<file path="src/logic/ext_line_irq_cfg.svh">
// Constants for the external line interrupt and event controller.
// Assumes a 32-bit AXI4-Lite register bus with byte addresses.
`ifndef EXT_LINE_IRQ_CFG_SVH
`define EXT_LINE_IRQ_CFG_SVH

`define OFS_INTERRUPT_UNMASK 8'h00
`define OFS_EVENT_UNMASK 8'h04
`define OFS_RISING_EDGE_SELECT 8'h08
`define OFS_FALLING_EDGE_SELECT 8'h0C
`define OFS_SOFTWARE_TRIGGER 8'h10
`define OFS_PENDING_FLAGS 8'h14

`define RST_INTERRUPT_UNMASK 32'h7F84_0000
`define RST_EVENT_UNMASK 32'h0000_0000
`define RST_EDGE_SELECT 32'h0000_0000
`define RST_SOFTWARE_TRIGGER 32'h0000_0000
`define RST_PENDING_FLAGS 32'h0000_0000

// Implemented bits of the edge-select registers: 31, 22:19, 17:0
`define EDGE_SELECT_IMPL 32'h807B_FFFF

`define AXI_RESP_OKAY 2'h0
`define AXI_RESP_SLVERR 2'h2

`endif

</file>
<file path="src/logic/ext_line_irq_pkg.sv">
// Types for the external line interrupt and event controller.
// Assumes the constants header is included by the design files.
package ext_line_irq_pkg;

    typedef enum logic [1:0] {
        WR_IDLE = 2'h0,
        WR_RESP = 2'h1
    } wr_state_t;

    typedef enum logic [1:0] {
        RD_IDLE = 2'h0,
        RD_DATA = 2'h1
    } rd_state_t;

endpackage

</file>
<file path="src/logic/line_sync_edge.sv">
// One-line synchroniser and edge detector.
// Assumes the line input may change at any clock edge.
`timescale 1ns/1ps
module line_sync_edge (
    // Clock and reset
    input wire logic aclk,
    input wire logic aresetn,
    // Line
    input wire logic line_in,
    output logic rise,
    output logic fall
);

    typedef struct packed {
        logic s1;
        logic s2;
        logic prev;
    } sync_state_t;

    sync_state_t st_q;
    sync_state_t st_d;

    always_comb begin
        st_d = st_q;
        st_d.s1 = line_in;
        st_d.s2 = st_q.s1;
        st_d.prev = st_q.s2;
    end

    always_ff @(posedge aclk) begin
        if (!aresetn) begin
            st_q <= '0;
        end else begin
            st_q <= st_d;
        end
    end

    assign rise = st_q.s2 & ~st_q.prev;
    assign fall = ~st_q.s2 & st_q.prev;

endmodule

</file>
<file path="src/logic/line_trigger.sv">
// Per-line trigger combining edges, select bits and the software request.
// Assumes the edges arrive as one-cycle pulses from the synchroniser.
`timescale 1ns/1ps
module line_trigger (
    // Edges
    input wire logic rise,
    input wire logic fall,
    // Configuration
    input wire logic rise_select_bit,
    input wire logic fall_select_bit,
    input wire logic select_written,
    // Software
    input wire logic soft_fire,
    // Result
    output logic fire
);

    logic hw_edge;

    assign hw_edge = (rise & rise_select_bit) | (fall & fall_select_bit);
    assign fire = (hw_edge & ~select_written) | soft_fire;

endmodule

</file>
<file path="src/logic/ext_line_irq_event_ctrl.sv">
// External line interrupt and event controller with an AXI4-Lite slave.
// Assumes line inputs from pins or peripherals, one clock and sync reset.
//
// How it works
// - Six 32-bit registers at byte offsets 0x00 to 0x14.
// - Interrupt-unmask bit zero blocks the line's request; one passes it.
// - Interrupt-unmask resets to 0x7F840000.
// - Event-unmask bit gates the line's event pulse; resets to zero.
// - Rising select bits for lines 0-17, 19-22, 31; others reserved.
// - Falling select bits for the same lines; reserved bits read zero.
// - An edge coinciding with an edge-select write is ignored.
// - Rising and falling may both be enabled on one line.
// - Enabled edge with unmasked interrupt sets pending and raises request.
// - Enabled edge with unmasked event gives a one-cycle pulse, pending untouched.
// - Writing one to pending clears it, its request and its trigger bit.
// - Writing one to a clear trigger bit triggers the line through the masks.
//
// Register access over AXI4-Lite was chosen for this implementation.
`timescale 1ns/1ps
`include "ext_line_irq_cfg.svh"
module ext_line_irq_event_ctrl
    import ext_line_irq_pkg::*;
#(
    parameter int LINES = 32
) (
    // Clock and reset
    input wire logic aclk,
    input wire logic aresetn,
    // AXI4-Lite write address
    input wire logic [7:0] s_axi_awaddr,
    input wire logic s_axi_awvalid,
    output logic s_axi_awready,
    // AXI4-Lite write data
    input wire logic [31:0] s_axi_wdata,
    input wire logic [3:0] s_axi_wstrb,
    input wire logic s_axi_wvalid,
    output logic s_axi_wready,
    // AXI4-Lite write response
    output logic [1:0] s_axi_bresp,
    output logic s_axi_bvalid,
    input wire logic s_axi_bready,
    // AXI4-Lite read address
    input wire logic [7:0] s_axi_araddr,
    input wire logic s_axi_arvalid,
    output logic s_axi_arready,
    // AXI4-Lite read data
    output logic [31:0] s_axi_rdata,
    output logic [1:0] s_axi_rresp,
    output logic s_axi_rvalid,
    input wire logic s_axi_rready,
    // Lines and results
    input wire logic [LINES-1:0] ext_trigger_line,
    output logic [LINES-1:0] irq_request,
    output logic [LINES-1:0] event_pulse,
    output logic irq
);

    typedef struct packed {
        logic [31:0] imask;
        logic [31:0] emask;
        logic [31:0] rsel;
        logic [31:0] fsel;
        logic [31:0] swtrig;
        logic [31:0] pend;
        logic [LINES-1:0] evp;
        logic irq;
        wr_state_t wst;
        logic aw_got;
        logic w_got;
        logic [7:0] awaddr;
        logic [31:0] wdata;
        logic [3:0] wstrb;
        logic [1:0] bresp;
        rd_state_t rst;
        logic [31:0] rdata;
        logic [1:0] rresp;
        logic awrdy;
        logic wrdy;
        logic bvld;
        logic arrdy;
        logic rvld;
    } ctrl_state_t;

    ctrl_state_t st_q;
    ctrl_state_t st_d;

    logic [LINES-1:0] rise;
    logic [LINES-1:0] fall;
    logic [LINES-1:0] fire;
    logic [LINES-1:0] soft_fire;
    logic wr_go;
    logic sel_r_wr;
    logic sel_f_wr;
    logic [31:0] wmask;
    logic [31:0] wbits;
    logic sel_wr;
    logic [LINES-1:0] pend_set;
    logic [LINES-1:0] pend_clr;
    logic [LINES-1:0] ev_set;
    logic [31:0] rd_word;
    logic rd_err;

    ////////////////////////////////////////////////////////////////////////////

    // Write is performed once both address and data are held
    assign wr_go = (st_q.wst == WR_IDLE) && st_q.aw_got && st_q.w_got;
    assign wmask = {{8{st_q.wstrb[3]}}, {8{st_q.wstrb[2]}},
                    {8{st_q.wstrb[1]}}, {8{st_q.wstrb[0]}}};
    assign wbits = st_q.wdata & wmask;
    assign sel_r_wr = wr_go && (st_q.awaddr == `OFS_RISING_EDGE_SELECT);
    assign sel_f_wr = wr_go && (st_q.awaddr == `OFS_FALLING_EDGE_SELECT);
    // Rising edge on a bit newly written to one while it was zero
    assign soft_fire = (wr_go && (st_q.awaddr == `OFS_SOFTWARE_TRIGGER)) ?
                       (wbits[LINES-1:0] & ~st_q.swtrig[LINES-1:0]) : '0;

    // Any edge-select write blanks edge detection on every line this cycle
    assign sel_wr = sel_r_wr | sel_f_wr;
    // A performed write of ones to the pending word clears those lines
    assign pend_clr = (wr_go && (st_q.awaddr == `OFS_PENDING_FLAGS)) ?
                      wbits[LINES-1:0] : '0;
    // Lines that fire with their interrupt or event open
    assign pend_set = fire & st_q.imask[LINES-1:0];
    assign ev_set = fire & st_q.emask[LINES-1:0];

    // One synchroniser and trigger per line
    genvar g;
    generate
        for (g = 0; g < LINES; g++) begin : g_line
            line_sync_edge u_sync (
                .aclk(aclk),
                .aresetn(aresetn),
                .line_in(ext_trigger_line[g]),
                .rise(rise[g]),
                .fall(fall[g])
            );
            line_trigger u_trig (
                .rise(rise[g]),
                .fall(fall[g]),
                .rise_select_bit(st_q.rsel[g]),
                .fall_select_bit(st_q.fsel[g]),
                .select_written(sel_wr),
                .soft_fire(soft_fire[g]),
                .fire(fire[g])
            );
        end
    endgenerate

    ////////////////////////////////////////////////////////////////////////////

    // Register read mux; unmapped words read zero with an error response
    always_comb begin
        rd_word = 32'h0000_0000;
        rd_err = 1'b0;
        case ({s_axi_araddr[7:2], 2'b00})
            `OFS_INTERRUPT_UNMASK: begin
                rd_word = st_q.imask;
            end
            `OFS_EVENT_UNMASK: begin
                rd_word = st_q.emask;
            end
            `OFS_RISING_EDGE_SELECT: begin
                rd_word = st_q.rsel;
            end
            `OFS_FALLING_EDGE_SELECT: begin
                rd_word = st_q.fsel;
            end
            `OFS_SOFTWARE_TRIGGER: begin
                rd_word = st_q.swtrig;
            end
            `OFS_PENDING_FLAGS: begin
                rd_word = st_q.pend;
            end
            default: begin
                rd_err = 1'b1;
            end
        endcase
    end

    ////////////////////////////////////////////////////////////////////////////

    always_comb begin
        st_d = st_q;
        // Write channels, taken in either order
        if (s_axi_awvalid && !st_q.aw_got) begin
            st_d.aw_got = 1'b1;
            st_d.awaddr = {s_axi_awaddr[7:2], 2'b00};
        end
        if (s_axi_wvalid && !st_q.w_got) begin
            st_d.w_got = 1'b1;
            st_d.wdata = s_axi_wdata;
            st_d.wstrb = s_axi_wstrb;
        end
        case (st_q.wst)
            WR_IDLE: begin
                if (wr_go) begin
                    st_d.wst = WR_RESP;
                    st_d.bresp = `AXI_RESP_OKAY;
                    case (st_q.awaddr)
                        `OFS_INTERRUPT_UNMASK: begin
                            st_d.imask = (st_q.imask & ~wmask) | wbits;
                        end
                        `OFS_EVENT_UNMASK: begin
                            st_d.emask = (st_q.emask & ~wmask) | wbits;
                        end
                        `OFS_RISING_EDGE_SELECT: begin
                            st_d.rsel = ((st_q.rsel & ~wmask) | wbits) & `EDGE_SELECT_IMPL;
                        end
                        `OFS_FALLING_EDGE_SELECT: begin
                            st_d.fsel = ((st_q.fsel & ~wmask) | wbits) & `EDGE_SELECT_IMPL;
                        end
                        `OFS_SOFTWARE_TRIGGER: begin
                            st_d.swtrig = st_q.swtrig | wbits;
                        end
                        `OFS_PENDING_FLAGS: begin
                            st_d.pend[LINES-1:0] = st_q.pend[LINES-1:0] & ~pend_clr;
                            st_d.swtrig = st_q.swtrig & ~wbits;
                        end
                        default: begin
                            st_d.bresp = `AXI_RESP_SLVERR;
                        end
                    endcase
                end
            end
            WR_RESP: begin
                if (s_axi_bready) begin
                    st_d.wst = WR_IDLE;
                    st_d.aw_got = 1'b0;
                    st_d.w_got = 1'b0;
                end
            end
            default: begin
                st_d.wst = WR_IDLE;
            end
        endcase
        // Hardware set beats software clear in the same cycle
        st_d.pend[LINES-1:0] = st_d.pend[LINES-1:0] | pend_set;
        st_d.evp = ev_set;
        st_d.irq = |(st_d.pend[LINES-1:0]);
        // Read channel
        case (st_q.rst)
            RD_IDLE: begin
                if (s_axi_arvalid) begin
                    st_d.rst = RD_DATA;
                    st_d.rdata = rd_word;
                    st_d.rresp = rd_err ? `AXI_RESP_SLVERR : `AXI_RESP_OKAY;
                end
            end
            RD_DATA: begin
                if (s_axi_rready) begin
                    st_d.rst = RD_IDLE;
                end
            end
            default: begin
                st_d.rst = RD_IDLE;
            end
        endcase

        // Handshake outputs are registered copies of the next channel state
        st_d.awrdy = ~st_d.aw_got;
        st_d.wrdy = ~st_d.w_got;
        st_d.bvld = (st_d.wst == WR_RESP);
        st_d.arrdy = (st_d.rst == RD_IDLE);
        st_d.rvld = (st_d.rst == RD_DATA);
    end

    always_ff @(posedge aclk) begin
        if (!aresetn) begin
            st_q <= '0;
            st_q.imask <= `RST_INTERRUPT_UNMASK;
            st_q.emask <= `RST_EVENT_UNMASK;
            st_q.rsel <= `RST_EDGE_SELECT;
            st_q.fsel <= `RST_EDGE_SELECT;
            st_q.swtrig <= `RST_SOFTWARE_TRIGGER;
            st_q.pend <= `RST_PENDING_FLAGS;
            st_q.wst <= WR_IDLE;
            st_q.rst <= RD_IDLE;
            // Ready outputs come up high so a request may follow reset at once
            st_q.awrdy <= 1'b1;
            st_q.wrdy <= 1'b1;
            st_q.arrdy <= 1'b1;
        end else begin
            st_q <= st_d;
        end
    end

    ////////////////////////////////////////////////////////////////////////////

    // Ready flags are registered state; no combinational path from valid
    assign s_axi_awready = st_q.awrdy;
    assign s_axi_wready = st_q.wrdy;
    assign s_axi_bvalid = st_q.bvld;
    assign s_axi_bresp = st_q.bresp;
    assign s_axi_arready = st_q.arrdy;
    assign s_axi_rvalid = st_q.rvld;
    assign s_axi_rdata = st_q.rdata;
    assign s_axi_rresp = st_q.rresp;
    assign irq_request = st_q.pend[LINES-1:0];
    assign event_pulse = st_q.evp;
    assign irq = st_q.irq;

endmodule

</file>
<file path="config.mk">
export PLATFORM = sky130hd
export DESIGN_NAME = ext_line_irq_event_ctrl
export DESIGN_NICKNAME = d
export VERILOG_FILES = /design/src/logic/ext_line_irq_pkg.sv /design/src/logic/line_sync_edge.sv /design/src/logic/line_trigger.sv /design/src/logic/ext_line_irq_event_ctrl.sv
export VERILOG_INCLUDE_DIRS = /design/src /design/src/logic
export SDC_FILE = /design/constraint.sdc
export NUM_CORES = 1
export LEC_CHECK = 0
export ABC_CLOCK_PERIOD_IN_PS = 3350
export BUFFER_PORTS_ARGS = -buffer_cell sky130_fd_sc_hd__buf_2
export CAP_MARGIN = 10
export CORE_ASPECT_RATIO = 0.5
export CORE_UTILIZATION = 55
export CTS_CLUSTER_DIAMETER = 80
export DETAILED_ROUTE_END_ITERATION = 7
export PLACE_DENSITY = 0.83
export SLEW_MARGIN = 40
export SYNTH_ARGS = -nofsm -noshare
export SYNTH_HDL_FRONTEND = slang
export SYNTH_SLANG_ARGS = --single-unit
export TNS_END_PERCENT = 50
</file>
<file path="constraint.sdc">
create_clock -name aclk -period 3.35 [get_ports aclk]
set_input_delay 0.335 -clock aclk [delete_from_list [all_inputs] [get_ports aclk]]
set_output_delay 0.335 -clock aclk [all_outputs]
set_load 0.03 [all_outputs]
</file>
==> metrics <==
Pre-antenna DRT Iters=7; # setup viols final=0; CTS Sinks=363; setup TNS=0 ns; post-synthesis compound-gate area fraction=11.8%; final WL=41000 µm; IO buf count=181; RR Startpoint=st_q[87]; Critical Path RT=3.81 ns; Distinct cells, synth=54; initial DRC count=1342; Yosys warning total=0; post-synthesis simple-gate area fraction=25.5%; Initial Util=56.7%; Max Cap Viol=0; CTS tree=built; Most used DFF post-synth=dfxtp_1; Leakage=7.40 nW; Gate Count Post-Synth=1774; core area=28000 µm²; Final Hold Viols=0; gr usage total=27.0%; Mapped Area=15900 µm²; Die H=122 µm; I/O pins=197; Final Cell Area=17700 µm²; status=complete, no violations; post-synth top area cell=dfxtp_1; total inserted antenna cells=0; # rows=43; routed len/inst=18.3 µm; global-route wire length before repair=64000 µm; top-count cell post-synth=dfxtp_1; CP startpoint kind=register; Vias/cell=5.71; post-synthesis sequential area ratio=45.7%; Routed Antenna Nets=0; die width=242 µm; Post-synth EDFFs=0; Post-DP Area=16500 µm²; Worst Path Arrival=3.51 ns; post-synthesis mux area share=8.76%; HP Start=s_axi_wdata[10]; PwrDens=485 nW/µm²; number of global-route vias before repair=11804; top-area cell type share of the netlist area=45.7%; Worst Hold Class=in -> reg; worst vdd ir=409 µV; number of synthesized register bits=363; H-tree levels=1; vias=12788; Crit. Startpoint=st_q[87]; Post-Route Skew=0.0127 ns; RSZ-0062 raised after global routing=no; area growth from synthesis to layout=11.3%; hpwl dp=26500 µm; global route total overflow=0; worst-path fanout max=10; Mean Syn Cell Area=8.96 µm²; xor-xnor portion of the synthesized cell area=0%; largest net degree at the start of global routing=220; ys async rst share=0%; # DRC=0; Worst Setup End Kind=register; Final min period=3.05 ns; Worst Tran Pin Value=0.880 ns; synth cell count leaders=dfxtp_1, nand2_1, mux2i_1; die area=29600 µm²; CTS clock-pin slew for the worst setup and hold paths=0.07 ns; setup repair bufs after CTS=0; Final period util=91.1%; antenna violations before repair=0; CTS Buffer Depth=3; CP Class=reg -> reg; Final #Nets=1928; largest cells by area after synthesis=dfxtp_1, mux2i_1, nand2_1; Peak Freq=328 MHz; largest family of logic cells by synthesized area=simple AND/OR/NAND/NOR gates; routability cong.=0.913; Clock Latency Late Sink=0.57 ns; cts bufs inserted=31; Post-Synth Adder-Cell Area=0%; Root Buffer=clkbuf_16; Slew Viols, Final=0; max_slew headroom=41.3%; share of cells above drive strength 1=15.8%
timing repair:
item / CTS / global route
hold endpoints to repair: 23 / 0
resized for setup: 0 / 0
hold buffers: 23 / 0
kinds of logic after synthesis:
kind of cell | Yosys count
buf+inv | 241
simple gates | 757
flops | 363
mux | 139
other cells | 1
compound gates | 273
final cells by class:
class,count,area (µm²)
clock buffers,44,895
clock inverters,10,82.6
multi-input cells,1173,7340
fillers,2235,10300
flip-flops and latches,363,7270
repair buffers,255,1570
inverters,13,48.8
well taps,382,478
worst paths after layout:
check,to,slack (ns),depth (start not counted)
worst max-delay path,irq,0.30,8
worst min-delay path,st_q[57],0.01,3
worst max register to register,irq,0.30,8
worst min register to register,g_line[19].u_sync.st_d[0],0.43,1
routing by layer:
layer,vias up,wire length (µm),GRT usage (%)
met4,0,1260,9.69
met3,91,3180,4.87
met1,6027,18300,37.3
met2,566,18300,42.6
li1,6104,-,-
met5,-,0,0
critical path, stage by stage, from the launching register on:
cell,delay [ns]
dfxtp_1,0.41
and4bb_1,0.49
nand4_2,0.24
buf_4,0.23
a22o_1,0.22
a22oi_1,0.31
nand4_1,0.14
or4_1,0.48
o41a_1,0.42
layout by cell type (no fill, tap or decap), types with 32 or more instances in the layout:
cell type and count:
a21boi_0 100, and2_1 87, and3_1 35, buf_2 179, buf_4 48, dfxtp_1 363
mux2i_1 139, nand2_1 223, nand3_1 100, nor2_1 56, nor2b_1 97, nor3_1 33
o21ai_0 43, o22ai_1 32
stage by stage:
step,power [mW],instances,hold slack [ns],utilization [%],worst slack (ns)
after global placement,5.09,2163,0.416,58.7,0.439
final,8.57,2240,0.0136,63.1,0.297
after CTS,8.57,2240,0.00170,63.1,0.361
after detailed placement,5.10,2163,0.418,58.8,0.377
after global routing,8.83,2240,0.0175,63.1,0.0895
after floorplan,4.94,1777,0.412,-,0.869
power breakdown:
part / internal (mW) / total [mW] / leakage [nW] / switching, mW
Clock: 1.92 / 3.54 / 0.477 / 1.61
Combinational: 0.218 / 0.534 / 3.97 / 0.316
Sequential: 4.40 / 4.50 / 2.95 / 0.0943
(Power assumes the default switching activity.)
